`src/hdl/ubirq_regs.svh`:
```
`ifndef UBIRQ_REGS_SVH
`define UBIRQ_REGS_SVH

// ----------------------------------------------------------------------------
// Register offsets (byte addresses)
// ----------------------------------------------------------------------------
`define UBIRQ_ADDR_W        4
`define UBIRQ_STS_OFFS      4'h0
`define UBIRQ_MASK_OFFS     4'h4
`define UBIRQ_CTRL_OFFS     4'h8

// ----------------------------------------------------------------------------
// Status and mask field positions
// ----------------------------------------------------------------------------
`define UBIRQ_BIT_WR_EP_ERR 29
`define UBIRQ_BIT_POWER     28
`define UBIRQ_BIT_BRG_RD    25
`define UBIRQ_BIT_CORE_ACC  24
`define UBIRQ_BIT_RD_BUSERR 23
`define UBIRQ_BIT_RD_FIFO   22
`define UBIRQ_BIT_RD_DONE   21
`define UBIRQ_BIT_WR_BUSERR 20
`define UBIRQ_STS_IMPL      32'h33F0_0000

// ----------------------------------------------------------------------------
// Control field positions
// ----------------------------------------------------------------------------
`define UBIRQ_BIT_RD_RST    0
`define UBIRQ_BIT_WR_RST    1

// ----------------------------------------------------------------------------
// Reset values
// ----------------------------------------------------------------------------
`define UBIRQ_STS_RST       32'h0000_0000
`define UBIRQ_MASK_RST      32'h0000_0000
`define UBIRQ_CTRL_RST      2'h0

`endif

```
`src/hdl/ubirq_pkg.sv`:
```
`default_nettype none

package ubirq_pkg;

  // --------------------------------------------------------------------------
  // Events from the device core and the DMA engines
  // --------------------------------------------------------------------------
  typedef struct packed {
    logic wr_ep_access;
    logic wr_ep_bus_sel;
    logic bridge_rd_done;
    logic core_rd_done;
    logic core_wr_done;
    logic ahb_error;
    logic rd_dma_active;
    logic wr_dma_active;
    logic rd_dma_done;
    logic rd_fifo_full;
  } ubirq_evt_t;

  // --------------------------------------------------------------------------
  // DMA block reset controls
  // --------------------------------------------------------------------------
  typedef struct packed {
    logic wr_dma_block_reset;
    logic rd_dma_block_reset;
  } ubirq_ctrl_t;

  typedef enum logic {
    ST_IDLE,
    ST_ACK
  } ubirq_bus_st_t;

endpackage

`default_nettype wire

```
`src/hdl/ubirq_edge.sv`:
```
`default_nettype none

module ubirq_edge #(
  parameter bit ANY_CHANGE = 1'b1
) (
  // Clock and reset
  input  wire logic ref_clk,
  input  wire logic srst,
  // Level in, event out
  input  wire logic level,
  output logic      hit
);

  logic prev_r;
  logic primed_r;

  // No event in the first cycle after reset: the previous level is unknown
  always_ff @(posedge ref_clk) begin
    if (srst) begin
      prev_r   <= 1'b0;
      primed_r <= 1'b0;
    end else begin
      prev_r   <= level;
      primed_r <= 1'b1;
    end
  end

  assign hit = primed_r &&
               (ANY_CHANGE ? (level != prev_r) : (prev_r && !level));

endmodule // ubirq_edge

`default_nettype wire

```
`src/hdl/ubirq_flags.sv`:
```
`default_nettype none

module ubirq_flags #(
  parameter int unsigned W = 32
) (
  // Clock and reset
  input  wire logic         ref_clk,
  input  wire logic         srst,
  // Set and clear strobes
  input  wire logic [W-1:0] set,
  input  wire logic [W-1:0] clr,
  // Sticky flags
  output logic [W-1:0]      flags
);

  logic [W-1:0] flags_r;
  logic [W-1:0] flags_nxt;

  for (genvar i = 0; i < W; i++) begin : g_bit
    // Set wins over a clear in the same cycle so no event is lost
    assign flags_nxt[i] = set[i] | (flags_r[i] & ~clr[i]);

    sticky_hold_a :
    assert property (@(posedge ref_clk) disable iff (srst)
      flags_r[i] && !clr[i] |=> flags_r[i])
      else $error("sticky flag dropped without clear");

    set_wins_a :
    assert property (@(posedge ref_clk) disable iff (srst)
      set[i] && clr[i] |=> flags_r[i])
      else $error("clear beat a simultaneous set");
  end

  always_ff @(posedge ref_clk) begin
    if (srst) begin
      flags_r <= '0;
    end else begin
      flags_r <= flags_nxt;
    end
  end

  assign flags = flags_r;

endmodule // ubirq_flags

`default_nettype wire

```
`src/hdl/ubirq_top.sv`:
```
// Operation
// Write DMA on common-bus endpoint sets bit 29
// Power sense level change sets bit 28
// Bridge indirect read completion sets bit 25
// Core register read completion sets bit 24
// Core register write completion sets bit 24
// Bus error during read DMA sets bit 23
// Software resets read DMA after bus error
// Read DMA FIFO becoming not full sets 22
// Read DMA completion sets bit 21
// Bus error during write DMA sets bit 20
// Software resets write DMA after bus error
// Flags sticky until software clear; spare bits
`include "ubirq_regs.svh"
`default_nettype none

module ubirq_top (
  // Clock and reset
  input  wire logic                           ref_clk,
  input  wire logic                           srst,
  // Avalon-MM slave
  input  wire logic [`UBIRQ_ADDR_W-1:0]       avs_address,
  input  wire logic                           avs_read,
  input  wire logic                           avs_write,
  input  wire logic [31:0]                    avs_writedata,
  input  wire logic [3:0]                     avs_byteenable,
  output logic [31:0]                         avs_readdata,
  output logic                                avs_waitrequest,
  // Bridge events
  input  wire ubirq_pkg::ubirq_evt_t          evt,
  input  wire logic                           usb_power_sense_input,
  // DMA block controls and interrupt
  output ubirq_pkg::ubirq_ctrl_t              dma_master_setup,
  output logic                                irq
);

  // --------------------------------------------------------------------------
  // Declarations
  // --------------------------------------------------------------------------
  ubirq_pkg::ubirq_bus_st_t state_r;
  logic                     wait_r;
  logic [31:0]              rdata_r;
  logic [31:0]              mask_r;
  ubirq_pkg::ubirq_ctrl_t   ctrl_r;
  logic                     irq_r;

  logic [31:0]              sts;
  logic [31:0]              sts_set;
  logic [31:0]              sts_clr;
  logic [31:0]              be_mask;
  logic [31:0]              rd_mux;
  logic                     wr_commit;
  logic                     pwr_change;
  logic                     fifo_ready;

  // --------------------------------------------------------------------------
  // Event edge detection
  // --------------------------------------------------------------------------
  // Either direction of the power level counts as a change
  ubirq_edge #(
    .ANY_CHANGE (1'b1)
  ) u_pwr_edge (
    .ref_clk (ref_clk),
    .srst    (srst),
    .level   (usb_power_sense_input),
    .hit     (pwr_change)
  );

  // Only the full-to-not-full transition means the FIFO became writable
  ubirq_edge #(
    .ANY_CHANGE (1'b0)
  ) u_fifo_edge (
    .ref_clk (ref_clk),
    .srst    (srst),
    .level   (evt.rd_fifo_full),
    .hit     (fifo_ready)
  );

  // --------------------------------------------------------------------------
  // Status set and clear vectors
  // --------------------------------------------------------------------------
  always_comb begin
    sts_set = '0;
    sts_set[`UBIRQ_BIT_WR_EP_ERR] = evt.wr_ep_access &&
                                    !evt.wr_ep_bus_sel;
    sts_set[`UBIRQ_BIT_POWER]     = pwr_change;
    sts_set[`UBIRQ_BIT_BRG_RD]    = evt.bridge_rd_done;
    sts_set[`UBIRQ_BIT_CORE_ACC]  = evt.core_rd_done ||
                                    evt.core_wr_done;
    sts_set[`UBIRQ_BIT_RD_BUSERR] = evt.ahb_error &&
                                    evt.rd_dma_active;
    sts_set[`UBIRQ_BIT_RD_FIFO]   = fifo_ready;
    sts_set[`UBIRQ_BIT_RD_DONE]   = evt.rd_dma_done;
    sts_set[`UBIRQ_BIT_WR_BUSERR] = evt.ahb_error &&
                                    evt.wr_dma_active;
  end

  // Byte enables widen to a bit mask for partial writes
  always_comb begin
    be_mask = '0;
    for (int b = 0; b < 4; b++) begin
      be_mask[b*8 +: 8] = {8{avs_byteenable[b]}};
    end
  end

  // A write takes effect only at the edge where waitrequest is seen low
  assign wr_commit = (state_r == ubirq_pkg::ST_ACK) && avs_write;

  // Write-one-to-clear, limited to implemented flags
  assign sts_clr = (wr_commit && avs_address == `UBIRQ_STS_OFFS) ?
                   (avs_writedata & be_mask & `UBIRQ_STS_IMPL) : '0;

  // --------------------------------------------------------------------------
  // Sticky status flags
  // --------------------------------------------------------------------------
  ubirq_flags #(
    .W (32)
  ) u_sts (
    .ref_clk (ref_clk),
    .srst    (srst),
    .set     (sts_set),
    .clr     (sts_clr),
    .flags   (sts)
  );

  // --------------------------------------------------------------------------
  // Read multiplexer
  // --------------------------------------------------------------------------
  // Spare status bits read as zero; unmapped offsets read as zero
  always_comb begin
    case (avs_address)
      `UBIRQ_STS_OFFS:  rd_mux = sts & `UBIRQ_STS_IMPL;
      `UBIRQ_MASK_OFFS: rd_mux = mask_r;
      `UBIRQ_CTRL_OFFS: rd_mux = {30'h0000_0000, ctrl_r};
      default:          rd_mux = '0;
    endcase
  end

  // --------------------------------------------------------------------------
  // Bus handshake
  // --------------------------------------------------------------------------
  // Fixed one-cycle answer: the read value is captured on the edge that
  // takes the request, so it stands stable at the accepting edge.
  always_ff @(posedge ref_clk) begin
    if (srst) begin
      state_r <= ubirq_pkg::ST_IDLE;
      wait_r  <= 1'b1;
      rdata_r <= '0;
    end else begin
      case (state_r)
        ubirq_pkg::ST_IDLE: begin
          if (avs_read || avs_write) begin
            state_r <= ubirq_pkg::ST_ACK;
            wait_r  <= 1'b0;
            rdata_r <= avs_read ? rd_mux : '0;
          end
        end
        ubirq_pkg::ST_ACK: begin
          state_r <= ubirq_pkg::ST_IDLE;
          wait_r  <= 1'b1;
        end
        default: begin
          state_r <= ubirq_pkg::ST_IDLE;
          wait_r  <= 1'b1;
        end
      endcase
    end
  end

  // --------------------------------------------------------------------------
  // Mask register
  // --------------------------------------------------------------------------
  always_ff @(posedge ref_clk) begin
    if (srst) begin
      mask_r <= `UBIRQ_MASK_RST;
    end else if (wr_commit && avs_address == `UBIRQ_MASK_OFFS) begin
      mask_r <= ((avs_writedata & be_mask) | (mask_r & ~be_mask)) &
                `UBIRQ_STS_IMPL;
    end
  end

  // --------------------------------------------------------------------------
  // DMA block reset controls
  // --------------------------------------------------------------------------
  // Levels held by software; the DMA blocks stay in reset while set.
  always_ff @(posedge ref_clk) begin
    if (srst) begin
      ctrl_r <= `UBIRQ_CTRL_RST;
    end else if (wr_commit && avs_address == `UBIRQ_CTRL_OFFS &&
                 avs_byteenable[0]) begin
      ctrl_r.rd_dma_block_reset <= avs_writedata[`UBIRQ_BIT_RD_RST];
      ctrl_r.wr_dma_block_reset <= avs_writedata[`UBIRQ_BIT_WR_RST];
    end
  end

  // --------------------------------------------------------------------------
  // Interrupt output
  // --------------------------------------------------------------------------
  // Registered for a clean output, at the cost of one cycle of latency
  always_ff @(posedge ref_clk) begin
    if (srst) begin
      irq_r <= 1'b0;
    end else begin
      irq_r <= |(sts & mask_r);
    end
  end

  assign avs_readdata     = rdata_r;
  assign avs_waitrequest  = wait_r;
  assign dma_master_setup = ctrl_r;
  assign irq              = irq_r;

  // --------------------------------------------------------------------------
  // Checks
  // --------------------------------------------------------------------------
  ep_read_err_a :
  assert property (@(posedge ref_clk) disable iff (srst)
    evt.wr_ep_access && !evt.wr_ep_bus_sel |=> sts[`UBIRQ_BIT_WR_EP_ERR])
    else $error("endpoint read error flag not set");

  ep_no_err_a :
  assert property (@(posedge ref_clk) disable iff (srst)
    !sts[`UBIRQ_BIT_WR_EP_ERR] && !(evt.wr_ep_access && !evt.wr_ep_bus_sel)
    |=> !sts[`UBIRQ_BIT_WR_EP_ERR])
    else $error("endpoint read error flag set without cause");

  power_change_a :
  assert property (@(posedge ref_clk) disable iff (srst)
    !$past(srst) && $changed(usb_power_sense_input)
    |=> sts[`UBIRQ_BIT_POWER])
    else $error("power change flag not set");

  bridge_rd_a :
  assert property (@(posedge ref_clk) disable iff (srst)
    evt.bridge_rd_done |=> sts[`UBIRQ_BIT_BRG_RD])
    else $error("bridge read done flag not set");

  core_rd_a :
  assert property (@(posedge ref_clk) disable iff (srst)
    evt.core_rd_done |=> sts[`UBIRQ_BIT_CORE_ACC])
    else $error("core read done flag not set");

  core_wr_a :
  assert property (@(posedge ref_clk) disable iff (srst)
    evt.core_wr_done |=> sts[`UBIRQ_BIT_CORE_ACC])
    else $error("core write done flag not set");

  rd_bus_err_a :
  assert property (@(posedge ref_clk) disable iff (srst)
    evt.ahb_error && evt.rd_dma_active |=> sts[`UBIRQ_BIT_RD_BUSERR])
    else $error("read DMA bus error flag not set");

  fifo_ready_a :
  assert property (@(posedge ref_clk) disable iff (srst)
    !$past(srst) && $fell(evt.rd_fifo_full) |=> sts[`UBIRQ_BIT_RD_FIFO])
    else $error("FIFO ready flag not set");

  rd_done_a :
  assert property (@(posedge ref_clk) disable iff (srst)
    evt.rd_dma_done |=> sts[`UBIRQ_BIT_RD_DONE])
    else $error("read DMA done flag not set");

  wr_bus_err_a :
  assert property (@(posedge ref_clk) disable iff (srst)
    evt.ahb_error && evt.wr_dma_active |=> sts[`UBIRQ_BIT_WR_BUSERR])
    else $error("write DMA bus error flag not set");

  spare_zero_a :
  assert property (@(posedge ref_clk) disable iff (srst)
    !avs_waitrequest && avs_read && avs_address == `UBIRQ_STS_OFFS
    |-> (avs_readdata & ~`UBIRQ_STS_IMPL) == 32'h0000_0000)
    else $error("spare status bits read nonzero");

  w1c_clear_a :
  assert property (@(posedge ref_clk) disable iff (srst)
    wr_commit && avs_address == `UBIRQ_STS_OFFS && avs_byteenable[3] &&
    avs_writedata[`UBIRQ_BIT_POWER] && !pwr_change
    |=> !sts[`UBIRQ_BIT_POWER])
    else $error("write one did not clear power flag");

  irq_follow_a :
  assert property (@(posedge ref_clk) disable iff (srst)
    |(sts & mask_r) |=> irq)
    else $error("interrupt not raised for unmasked flag");

  wait_bound_a :
  assert property (@(posedge ref_clk) disable iff (srst)
    (avs_read || avs_write) && avs_waitrequest |-> ##[0:1] !avs_waitrequest)
    else $error("request not answered within one cycle");

  irq_quiet_a :
  assert property (@(posedge ref_clk) disable iff (srst)
    !(|(sts & mask_r)) |=> !irq)
    else $error("interrupt raised with no unmasked flag");

  wait_once_a :
  assert property (@(posedge ref_clk) disable iff (srst)
    !avs_waitrequest |=> avs_waitrequest)
    else $error("waitrequest low for more than one cycle");

  power_quiet_a :
  assert property (@(posedge ref_clk) disable iff (srst)
    !sts[`UBIRQ_BIT_POWER] && $stable(usb_power_sense_input)
    |=> !sts[`UBIRQ_BIT_POWER])
    else $error("power flag set without level change");

  fifo_quiet_a :
  assert property (@(posedge ref_clk) disable iff (srst)
    !sts[`UBIRQ_BIT_RD_FIFO] && !$fell(evt.rd_fifo_full)
    |=> !sts[`UBIRQ_BIT_RD_FIFO])
    else $error("FIFO ready flag set while FIFO stayed full");

  brg_quiet_a :
  assert property (@(posedge ref_clk) disable iff (srst)
    !sts[`UBIRQ_BIT_BRG_RD] && !evt.bridge_rd_done
    |=> !sts[`UBIRQ_BIT_BRG_RD])
    else $error("bridge read flag set without completion");

  acc_quiet_a :
  assert property (@(posedge ref_clk) disable iff (srst)
    !sts[`UBIRQ_BIT_CORE_ACC] && !evt.core_rd_done &&
    !evt.core_wr_done
    |=> !sts[`UBIRQ_BIT_CORE_ACC])
    else $error("core access flag set without completion");

  rd_err_quiet_a :
  assert property (@(posedge ref_clk) disable iff (srst)
    !sts[`UBIRQ_BIT_RD_BUSERR] && !(evt.ahb_error && evt.rd_dma_active)
    |=> !sts[`UBIRQ_BIT_RD_BUSERR])
    else $error("read DMA bus error flag set without cause");

  wr_err_quiet_a :
  assert property (@(posedge ref_clk) disable iff (srst)
    !sts[`UBIRQ_BIT_WR_BUSERR] && !(evt.ahb_error && evt.wr_dma_active)
    |=> !sts[`UBIRQ_BIT_WR_BUSERR])
    else $error("write DMA bus error flag set without cause");

  done_quiet_a :
  assert property (@(posedge ref_clk) disable iff (srst)
    !sts[`UBIRQ_BIT_RD_DONE] && !evt.rd_dma_done
    |=> !sts[`UBIRQ_BIT_RD_DONE])
    else $error("read DMA done flag set without completion");

endmodule // ubirq_top

`default_nettype wire
```
`config.mk`:
```
export PLATFORM = sky130hd
export DESIGN_NAME = ubirq_top
export DESIGN_NICKNAME = d
export VERILOG_FILES = /design/src/hdl/ubirq_pkg.sv /design/src/hdl/ubirq_edge.sv /design/src/hdl/ubirq_flags.sv /design/src/hdl/ubirq_top.sv
export VERILOG_INCLUDE_DIRS = /design/src /design/src/hdl
export SDC_FILE = /design/constraint.sdc
export NUM_CORES = 1
export LEC_CHECK = 0
export BUFFER_PORTS_ARGS = -buffer_cell sky130_fd_sc_hd__clkbuf_2
export CAP_MARGIN = 10
export CELL_PAD_IN_SITES_DETAIL_PLACEMENT = 1
export CELL_PAD_IN_SITES_GLOBAL_PLACEMENT = 1
export CORE_ASPECT_RATIO = 0.8
export CORE_MARGIN = 2
export CORE_UTILIZATION = 28
export CTS_CLUSTER_SIZE = 8
export DETAILED_ROUTE_END_ITERATION = 12
export PLACE_DENSITY_LB_ADDON = 0.1
export SLEW_MARGIN = 10
export SYNTH_ARGS = -nofsm -noshare
export SYNTH_HDL_FRONTEND = slang
export SYNTH_SLANG_ARGS = --single-unit
```
`constraint.sdc`:
```
create_clock -name ref_clk -period 1.2 [get_ports ref_clk]
set_clock_uncertainty 0.15 [all_clocks]
set_input_delay 0.12 -clock ref_clk [delete_from_list [all_inputs] [get_ports ref_clk]]
set_output_delay 0.12 -clock ref_clk [all_outputs]
set_load 0.005 [all_outputs]
```
==> results of run 1 <==
-- cells in the mapped netlist (2+ instances only) --
master / instances / share of area
mux2i_1: 17 / 0.11
o2bb2ai_1: 8 / 0.043
a21oi_1: 2 / 0.0062
nand2_1: 20 / 0.046
a311oi_1: 3 / 0.016
a22oi_1: 4 / 0.019
dfxtp_1: 34 / 0.42
a31oi_1: 4 / 0.015
nor2b_1: 3 / 0.012
inv_1: 6 / 0.014
a32oi_1: 2 / 0.011
buf_4: 23 / 0.11
buf_1: 2 / 0.0046
nor2_4: 2 / 0.014
nor2_1: 6 / 0.014
o21a_1: 2 / 0.0093
-- metrics by stage --
stage                     instance area (sq um)  cells  utilization  total power (W)  TNS (ns)
after CTS                                  2310    324        0.420          0.00263     -1.07
after floorplan                            1700    186            -          0.00139         0
after global routing                       2350    324        0.428          0.00272     -2.65
final                                      2350    324        0.428          0.00262     -1.06
after global placement                     1970    297        0.358          0.00148     -2.16
after detailed placement                   1970    297        0.358          0.00149     -3.21
-- power by group through the flow --
stage | Clock (W) | Sequential (W) | Combinational, W
5_1_grt | 0.00115 | 0.00119 | 0.000385
4_1_cts | 0.00110 | 0.00118 | 0.000342
3_3_place_gp | 0 | 0.00121 | 0.000275
6_report | 0.00108 | 0.00118 | 0.000350
2_1_floorplan | 0 | 0.00120 | 0.000182
3_5_place_dp | 0 | 0.00121 | 0.000282
-- metal layers --
layer  GRT usage  vias to the layer above
met4      0.0303                        0
met2       0.252                       39
li1            -                      707
met5           0                        -
met3      0.0387                        5
met1       0.189                      668
-- area by class of cell --
cell class / count / area, sq um / area share
Timing Repair Buffer: 80 / 567 / 0.241
Multi-Input combinational cell: 118 / 866 / 0.368
Sequential cell: 34 / 682 / 0.290
Clock buffer: 6 / 82.6 / 0.0351
Inverter: 7 / 26.3 / 0.0112
Tap cell: 78 / 97.6 / 0.0415
Clock inverter: 1 / 30.0 / 0.0128
-- critical path: stages (launching register included) --
cell	delay, ns
dfxtp_2	0.36
and4bb_4	0.31
and3_4	0.24
a311oi_2	0.11
-- worst paths after layout --
check        slack, ns  depth (start not counted)          endpoint
min reg2reg       0.31                          1  avs_readdata[20]
max reg2reg      -0.08                          3   u_sts.flags[23]
min               0.02                          3   u_sts.flags[29]
max              -0.08                          3   u_sts.flags[23]
-- what timing repair did --
action	in CTS	in global routing
setup buffers	0	0
endpoints found under the hold margin	19	0
gates resized for setup	7	6
endpoints found under the setup margin	25	27
cloned	0	0
pin swaps	10	1
hold buffers	20	0
-- logic make-up after synthesis --
family	Yosys count	synth area share
and+or+nand+nor	45	0.171
AOI/OAI and AO/OA	33	0.161
muxes	17	0.105
other	1	0.00232
buffers and inverters	34	0.133
xor gates and xnor gates	1	0.00542
DFF	34	0.421
==> run summary, run 1 <==
Top routing layer in use: met4
Worst path arrival time: 1.29 ns
Share of post-route cells with drive strength above 1: 0.354
Via count: 1419
Pwr dens: 1110 nW/um^2
Pre-CTS setup slack: -0.178 ns
Clk sinks: 34
CP endpoint kind: flip-flop
Seq cells post-synth: 34
Die area: 6400 sq um
TritonCTS clock tree: built
Number of global-route vias before repair: 1458
DR WL/cell: 14.1 um
Antenna violations before repair: 0
CTS Buf Count: 5
Predominant post-synthesis flop cell: dfxtp_1
Number of distinct library cells after synthesis: 43
Clk slew on worst S/H paths: 0.07 ns
Clock power frac: 0.414
Failing checks: negative setup slack
Avg Synthesized Cell Area: 9.79 sq um
Filler cells: 644
Final WL: 4.56 mm
Maximum vdd drop: 634 uV
Core area: 5500 sq um
Max Cap Viol: 0
Status: finished with violations
Clock Path Buffers: 2
Hold WS: 0.0174 ns
Setup Viol. Count Final: 20
Synth Cell Area: 1620 sq um
Seq pwr share: 0.452
Tmin final: 1.28 ns
P&R area growth vs syn: 45.5%
Met2 routed WL: 2.27 mm
Worst hold path type: input port to flip-flop
Post-route setup slack: -0.0816 ns
CP startpoint kind: flip-flop
Int Power: 0.00201 W
Async set or reset register ratio after synthesis: 0
Final Cycle Share: 1.07
Yosys warns: 0
DRT met1 WL: 2.03 mm
Port-buffer cells: 45
Row count: 24
Sw Pwr: 0.000608 W
Crit Path Max Fanout: 5
WS Path Type: flip-flop to flip-flop
Peak Freq: 780 MHz
DR iter-0 viols: 21
DR vias/cell: 4.38
Leak pwr: 1.02 nW
Ant diodes: 0
Total track usage: 0.148
I/O Pins: 91
Post-synth EDFFs: 0
Switching fraction of total power: 0.232
Nets: 301
Hold violation count in the final report: 0
DRT antenna net count: 0
Drc violations: 0
Clk root buf: clkbuf_8
DP HPWL: 3.35 mm
H-tree levels: 2
Global-route wire length before repair: 7.14 mm
Total gr overflow: 0
Sequential area share after synthesis: 0.421
GP Congestion: 0.821
RSZ-0062 raised after global routing: true
Largest net degree at the start of global routing: 13
Initial Util: 0.294
RR Startpoint: state_r
Mapped Cells: 165
Most frequent cells in the layout: clkbuf_2, dfxtp_1, conb_1, nand2_1, dlygate4sd3_1
Crit path required time: 1.21 ns
Critical Path Start: state_r
Horiz. Die Dim: 88.9 um
HP Start: evt[8]
DRT Pass-1 Iters: 4
Final Max Slew Viols: 0
Part of the power in combinational logic: 0.134
Clk_lat worst skew: 0.28 ns
Most common cell after layout, fill and taps aside: clkbuf_2
Met3 wire length: 212 um
Die Y: 71.9 um
Note: power is estimated with default switching activity, not from simulation.
==> inputs of run 2 (changes only) <==
==> constraint.sdc (replaced) <==
create_clock -name ref_clk -period 1.06 [get_ports ref_clk]
set_clock_uncertainty 0.15 [all_clocks]
set_input_delay 0.106 -clock ref_clk [delete_from_list [all_inputs] [get_ports ref_clk]]
set_output_delay 0.106 -clock ref_clk [all_outputs]
set_load 0.005 [all_outputs]
==> run summary, run 2 (synthesis gave the netlist of run 1 again) <==
CP endpoint kind: flip-flop (unchanged)
Clock Path Buffers: 2 (unchanged)
RSZ-0062 raised after global routing: true (unchanged)
Hold WS: -0.0786 ns (was 0.0174 ns)
Crit Path Max Fanout: 5 (unchanged)
DP HPWL: 3.36 mm (was 3.35 mm)
CP Cell Sequence: and4bb_4 -> and3_4 -> a311oi_2 (unchanged)
Final Max Slew Viols: 0 (unchanged)
Failing checks: negative hold slack, negative setup slack (was negative setup slack)
Nets: 302 (was 301)
Leak pwr: 1.02 nW (about the same)
Slowest stage cell on the critical path: dfxtp_4 (was dfxtp_2)
Post-layout util: 0.426 (was 0.428)
Row count: 24 (unchanged)
Part of the power in combinational logic: 0.136 (was 0.134)
Worst hold path type: input port to flip-flop (unchanged)
HP Start: avs_writedata[29] (was evt[8])
Total Power: 0.00292 W (was 0.00262 W)
Most frequent cells in the layout: clkbuf_2, dfxtp_1, conb_1, nand2_1, dlygate4sd3_1 (unchanged)
DRT met1 WL: 2.09 mm (was 2.03 mm)
DRT antenna net count: 0 (unchanged)
Die Y: 71.9 um (unchanged)
DR iter-0 viols: 42 (was 21)
Via count: 1426 (was 1419)
CP Buf/Inv Count: 0 (unchanged)
Pwr dens: 1250 nW/um^2 (was 1110 nW/um^2)
Number of global-route vias before repair: 1464 (was 1458)
Drc violations: 0 (unchanged)
P&R area growth vs syn: 44.9% (was 45.5%)
Share of post-route cells with drive strength above 1: 0.371 (was 0.354)
Global-route wire length before repair: 7.25 mm (was 7.14 mm)
Clk sinks: 34 (unchanged)
Clk root buf: clkbuf_8 (unchanged)
H-tree levels: 2 (unchanged)
Int Power: 0.00223 W (was 0.00201 W)
Sw Pwr: 0.000692 W (was 0.000608 W)
DR WL/cell: 13.9 um (was 14.1 um)
CTS Buf Count: 5 (unchanged)
Final setup TNS: -4.39 ns (was -1.06 ns)
WS Path Type: flip-flop to flip-flop (unchanged)
Largest net degree at the start of global routing: 19 (was 13)
Clk slew on worst S/H paths: 0.07 ns (about the same)
Antenna violations before repair: 0 (unchanged)
Initial Util: 0.294 (unchanged)
RR Startpoint: state_r (unchanged)
Crit path max-delay family: simple AND/OR/NAND/NOR gates (unchanged)
CTS Hold Bufs: 19 (was 20)
TritonCTS clock tree: built (unchanged)
Met2 routed WL: 2.15 mm (was 2.27 mm)
Critical Path Start: state_r (unchanged)
Max Cap Viol: 0 (unchanged)
GP Congestion: 0.815 (was 0.821)
Total track usage: 0.150 (was 0.148)
Maximum vdd drop: 676 uV (was 634 uV)
Most common cell after layout, fill and taps aside: clkbuf_2 (unchanged)
Filler cells: 647 (was 644)
Die area: 6400 sq um (unchanged)
Crit path required time: 1.07 ns (was 1.21 ns)
Final WL: 4.52 mm (was 4.56 mm)
DRT Pass-1 Iters: 4 (unchanged)
Setup Viol. Count Final: 28 (was 20)
DR vias/cell: 4.37 (was 4.38)
Seq pwr share: 0.459 (was 0.452)
Port-buffer cells: 45 (unchanged)
Total gr overflow: 0 (unchanged)
Horiz. Die Dim: 88.9 um (unchanged)
Top routing layer in use: met4 (unchanged)
Clk_lat worst skew: 0.29 ns (was 0.28 ns)
Hold violation count in the final report: 1 (was 0)
CP startpoint kind: flip-flop (unchanged)
Tmin final: 1.27 ns (was 1.28 ns)
Met3 wire length: 253 um (was 212 um)
Post-route setup slack: -0.214 ns (was -0.0816 ns)
Core area: 5500 sq um (unchanged)
Ant diodes: 0 (unchanged)
CP peak stage delay: 0.38 ns (was 0.36 ns)
I/O Pins: 91 (unchanged)
Status: finished with violations (unchanged)
Clock power frac: 0.404 (was 0.414)
Switching fraction of total power: 0.237 (was 0.232)
Worst path arrival time: 1.29 ns (about the same)
Peak Freq: 785 MHz (was 780 MHz)
Final Cycle Share: 1.20 (was 1.07)
run 2: cell count changes in the layout (fill, tap and decap cells not counted), moves of 2 or more:
| cell | delta |
|---|---|
| clkbuf_1 | +2 |
| o2bb2ai_2 | -3 |
| o2bb2ai_1 | +4 |
| buf_4 | +2 |
| dfxtp_1 | -4 |
| dfxtp_2 | +3 |
run 2: power by group through the flow:
stage	clock network, W	logic (W)	registers [W]
4_1_cts	0.00121	0.000391	0.00134
6_report	0.00118	0.000397	0.00134
5_1_grt	0.00126	0.000440	0.00134
3_3_place_gp	0	0.000317	0.00137
3_5_place_dp	0	0.000324	0.00137
2_1_floorplan	0	0.000208	0.00136
run 2: worst min-delay path, delay by kind of cell:
family,cells,cell delay [ns]
AOI/OAI and AO/OA,1,0.06
buffers and inverters,2,0.15
run 2: path summary, 6_finish.rpt:
kind / end / slack (ns) / depth (start not counted)
setup / recovery: u_sts.flags[21] / -0.21 / 3
hold / removal: flip-flop / -0.08 / 3
setup reg to reg: u_sts.flags[21] / -0.21 / 3
hold reg to reg: avs_readdata[24] / 0.31 / 1
run 2: area by class of cell:
class | count | area, sq um | area share
Clock buffer | 7 | 76.3 | 0.0326
Clock inverter | 1 | 30.0 | 0.0128
Inverter | 7 | 26.3 | 0.0112
Multi-Input combinational cell | 118 | 858 | 0.367
Sequential cell | 34 | 689 | 0.294
Tap cell | 78 | 97.6 | 0.0417
Timing Repair Buffer | 81 | 563 | 0.241
run 2: metrics by stage:
step                      std cells  instance area (sq um)  setup slack (ns)
after global placement          299                   1980            -0.278
final                           326                   2340            -0.214
after detailed placement        299                   1980            -0.317
after floorplan                 186                   1710            -0.128
after CTS                       326                   2310            -0.205
after global routing            326                   2340            -0.281
run 2: timing repair:
action / CTS / global route
setup buffers: 0 / 0
endpoints found under the hold margin: 20 / 1
setup endpoints to repair: 29 / 32
gates cloned: 0 / 0
pin swaps: 9 / 4
resized for setup: 9 / 9
run 2: per-layer routing:
layer | up-vias | global-route usage
li1 | 708 | -
met1 | 668 | 0.194
met2 | 46 | 0.249
met3 | 4 | 0.0398
met4 | 0 | 0.0404
met5 | - | 0
==> inputs of run 3 (changes only) <==
--- a/config.mk
+++ b/config.mk
@@ -6,13 +6,14 @@
 export SDC_FILE = /design/constraint.sdc
 export NUM_CORES = 1
 export LEC_CHECK = 0
-export BUFFER_PORTS_ARGS = -buffer_cell sky130_fd_sc_hd__clkbuf_2
+export ABC_AREA = 1
+export BUFFER_PORTS_ARGS = -buffer_cell sky130_fd_sc_hd__buf_4
 export CAP_MARGIN = 10
 export CELL_PAD_IN_SITES_DETAIL_PLACEMENT = 1
 export CELL_PAD_IN_SITES_GLOBAL_PLACEMENT = 1
 export CORE_ASPECT_RATIO = 0.8
 export CORE_MARGIN = 2
-export CORE_UTILIZATION = 28
+export CORE_UTILIZATION = 27
 export CTS_CLUSTER_SIZE = 8
 export DETAILED_ROUTE_END_ITERATION = 12
 export PLACE_DENSITY_LB_ADDON = 0.1
==> run summary, run 3 <==
Clk sinks: 34 (unchanged)
Worst hold path type: input port to flip-flop (unchanged)
Crit path max-delay family: simple AND/OR/NAND/NOR gates (unchanged)
Met2 routed WL: 2.40 mm (was 2.15 mm)
Area share of the largest cell type after synthesis: 0.373 (was 0.421)
Tmin final: 1.16 ns (was 1.27 ns)
Drc violations: 0 (unchanged)
Die Y: 77.5 um (was 71.9 um)
Total track usage: 0.143 (was 0.150)
RR Startpoint: state_r (unchanged)
I/O Pins: 91 (unchanged)
Most frequent cell after synthesis: nand2_1 (was dfxtp_1)
Slowest stage cell on the critical path: dfxtp_4 (unchanged)
Avg Synthesized Cell Area: 6.78 sq um (was 9.79 sq um)
TritonCTS clock tree: built (unchanged)
GP Congestion: 0.739 (was 0.815)
CTS Buf Count: 5 (unchanged)
Status: finished with violations (unchanged)
Async set or reset register ratio after synthesis: 0 (unchanged)
Final Max Slew Viols: 0 (unchanged)
DR iter-0 viols: 38 (was 42)
Maximum vdd drop: 541 uV (was 676 uV)
Cells after DPL: 399 (was 299)
Top routing layer in use: met4 (unchanged)
Seq cells post-synth: 34 (unchanged)
HP Start: avs_writedata[22] (was avs_writedata[29])
Clk slew on worst S/H paths: 0.07 ns (about the same)
Row count: 26 (was 24)
DR vias/cell: 4.33 (was 4.37)
Post-layout util: 0.403 (was 0.426)
Post-synth EDFFs: 0 (unchanged)
Reg2reg end: avs_readdata[24] (was u_sts.flags[21])
DRT antenna net count: 0 (unchanged)
Mapped Cells: 269 (was 165)
Most frequent cells after synthesis: nand2_1, dfxtp_1, inv_1 (was dfxtp_1, buf_4, nand2_1)
Worst r2r path cells: 5 (was 3)
Peak Freq: 863 MHz (was 785 MHz)
Initial Util: 0.282 (was 0.294)
DRT met1 WL: 2.40 mm (was 2.09 mm)
Port-buffer cells: 45 (unchanged)
CP startpoint kind: flip-flop (unchanged)
Setup Viol. Count Final: 27 (was 28)
Final WL: 5.00 mm (was 4.52 mm)
Reg2reg setup slack: -0.1 ns (was -0.21 ns)
Final Cycle Share: 1.09 (was 1.20)
Horiz. Die Dim: 95.9 um (was 88.9 um)
H-tree levels: 2 (unchanged)
Nets: 391 (was 302)
Die area: 7430 sq um (was 6400 sq um)
DP HPWL: 3.82 mm (was 3.36 mm)
WP depth: 5 (was 3)
Clock Path Buffers: 2 (unchanged)
Total gr overflow: 0 (unchanged)
Clk_lat worst skew: 0.28 ns (was 0.29 ns)
Core area: 6470 sq um (was 5500 sq um)
Synth Cell Area: 1820 sq um (was 1620 sq um)
DR WL/cell: 11.9 um (was 13.9 um)
Predominant post-synthesis flop cell: dfxtp_1 (unchanged)
Clk root buf: clkbuf_8 (unchanged)
Most frequent cells in the layout: nand2_1, buf_4, inv_1, dfxtp_1, nor2_1 (was clkbuf_2, dfxtp_1, conb_1, nand2_1, dlygate4sd3_1)
Pre-CTS setup slack: -0.150 ns (was -0.317 ns)
P&R area growth vs syn: 43.2% (was 44.9%)
CP endpoint kind: flip-flop (unchanged)
Share of post-route cells with drive strength above 1: 0.288 (was 0.371)
Sequential area share after synthesis: 0.373 (was 0.421)
CP Cell Sequence: nor2_4 -> nand2_2 -> nor2_4 -> nand2_1 -> a21oi_2 (was and4bb_4 -> and3_4 -> a311oi_2)
Failing checks: negative setup slack (was negative hold slack, negative setup slack)
Worst path arrival time: 1.22 ns (was 1.29 ns)
Largest net degree at the start of global routing: 26 (was 19)
Hold Path Depth: 5 (was 3)
CP Buf/Inv Count: 0 (unchanged)
Crit Path Max Fanout: 8 (was 5)
Ant diodes: 0 (unchanged)
Crit path required time: 1.12 ns (was 1.07 ns)
Via count: 1825 (was 1426)
Number of distinct library cells after synthesis: 19 (was 43)
Leading post-synthesis cells by cell area: dfxtp_1, nand2_1, buf_4 (was dfxtp_1, buf_4, mux2i_1)
DRT Pass-1 Iters: 4 (unchanged)
Most used cell, CP: nor2_4
Most common cell after layout, fill and taps aside: nand2_1 (was clkbuf_2)
Post-synth top area cell: dfxtp_1 (unchanged)
Post-route setup slack: -0.0985 ns (was -0.214 ns)
Hold violation count in the final report: 0 (was 1)
Met3 wire length: 172 um (was 253 um)
Antenna violations before repair: 0 (unchanged)
Global-route wire length before repair: 8.34 mm (was 7.25 mm)
Yosys warns: 0 (unchanged)
CP peak stage delay: 0.37 ns (was 0.38 ns)
Max Cap Viol: 0 (unchanged)
Leak pwr: 1.26 nW (was 1.02 nW)
RSZ-0062 raised after global routing: true (unchanged)
Total Power: 0.00280 W (was 0.00292 W)
Pwr dens: 1070 nW/um^2 (was 1250 nW/um^2)
WS Path Type: flip-flop to flip-flop (unchanged)
Finished Layout Cells: 421 (was 326)
Number of global-route vias before repair: 1816 (was 1464)
-- run 3: cell types whose count changed after synthesis, sizes merged, moves of 8 or more --
cell	change
nand2	+52
nor2	+27
inv	+26
nand3	+21
a21oi	+17
mux2i	-17
nand4	+15
o2bb2ai	-8
-- run 3: worst max path at each step --
stage                    from  slack, ns                to
6_report              state_r       -0.1  avs_readdata[24]
5_1_grt               state_r      -0.17  avs_readdata[24]
4_1_cts               state_r       -0.1  avs_readdata[21]
3_5_place_dp   avs_address[1]      -0.15         flip-flop
3_3_place_gp   avs_address[1]      -0.14         flip-flop
2_1_floorplan         state_r     -0.004  avs_readdata[20]
-- run 3: cell families (layout without fill, tap and decap cells) --
group / count (synthesis) / count (layout) / synth area share
compound gates: 20 / 20 / 0.0563
xor+xnor: 1 / 1 / 0.00481
buf+inv: 66 / 113 / 0.189
flops: 34 / 34 / 0.373
other cells: 1 / 22 / 0.00206
simple gates: 147 / 147 / 0.375
-- run 3: per-stage QoR --
step	instance area [sq um]	TNS, ns	hold WS [ns]
floorplan	1930	-0.0338	0.0251
global placement	2290	-2.52	0.172
detailed placement	2290	-3.06	0.178
CTS	2570	-1.86	0.00710
global route	2610	-3.42	0.0408
finish	2610	-1.62	0.0102
-- run 3: worst reg2reg max path: stages, from the launching register on --
cell     delay, ns
dfxtp_4       0.37
nor2_4        0.09
nand2_2       0.07
nor2_4        0.19
nand2_1       0.11
a21oi_2       0.11
-- run 3: per-layer routing --
layer,GRT usage,vias up
met5,0,-
met4,0.0214,0
met3,0.0320,2
met2,0.245,33
met1,0.186,856
li1,-,934
-- run 3: what timing repair did --
action                                  4_1_cts  5_1_grt
setup buffers                                 1        0
hold endpoints to repair                     11        0
hold buffers                                 13        0
resized for setup                            13       13
endpoints found under the setup margin       29       31
pin swaps                                    15        7
-- run 3: area by class of cell --
| type | count | area (sq um) |
|---|---|---|
| clock inverter | 1 | 5.00 |
| timing repair buffer | 71 | 631 |
| clock buffer | 7 | 86.3 |
| inverter | 34 | 140 |
| fill | 833 | 3860 |
| sequential | 34 | 689 |
| multi-input combinational | 190 | 953 |
| tap | 84 | 105 |
-- run 3: power breakdown --
group / leakage, nW / switching (W) / internal, W
sequential: 0.280 / 0.0000304 / 0.00131
clock: 0.0482 / 0.000459 / 0.000524
combinational: 0.936 / 0.000243 / 0.000233
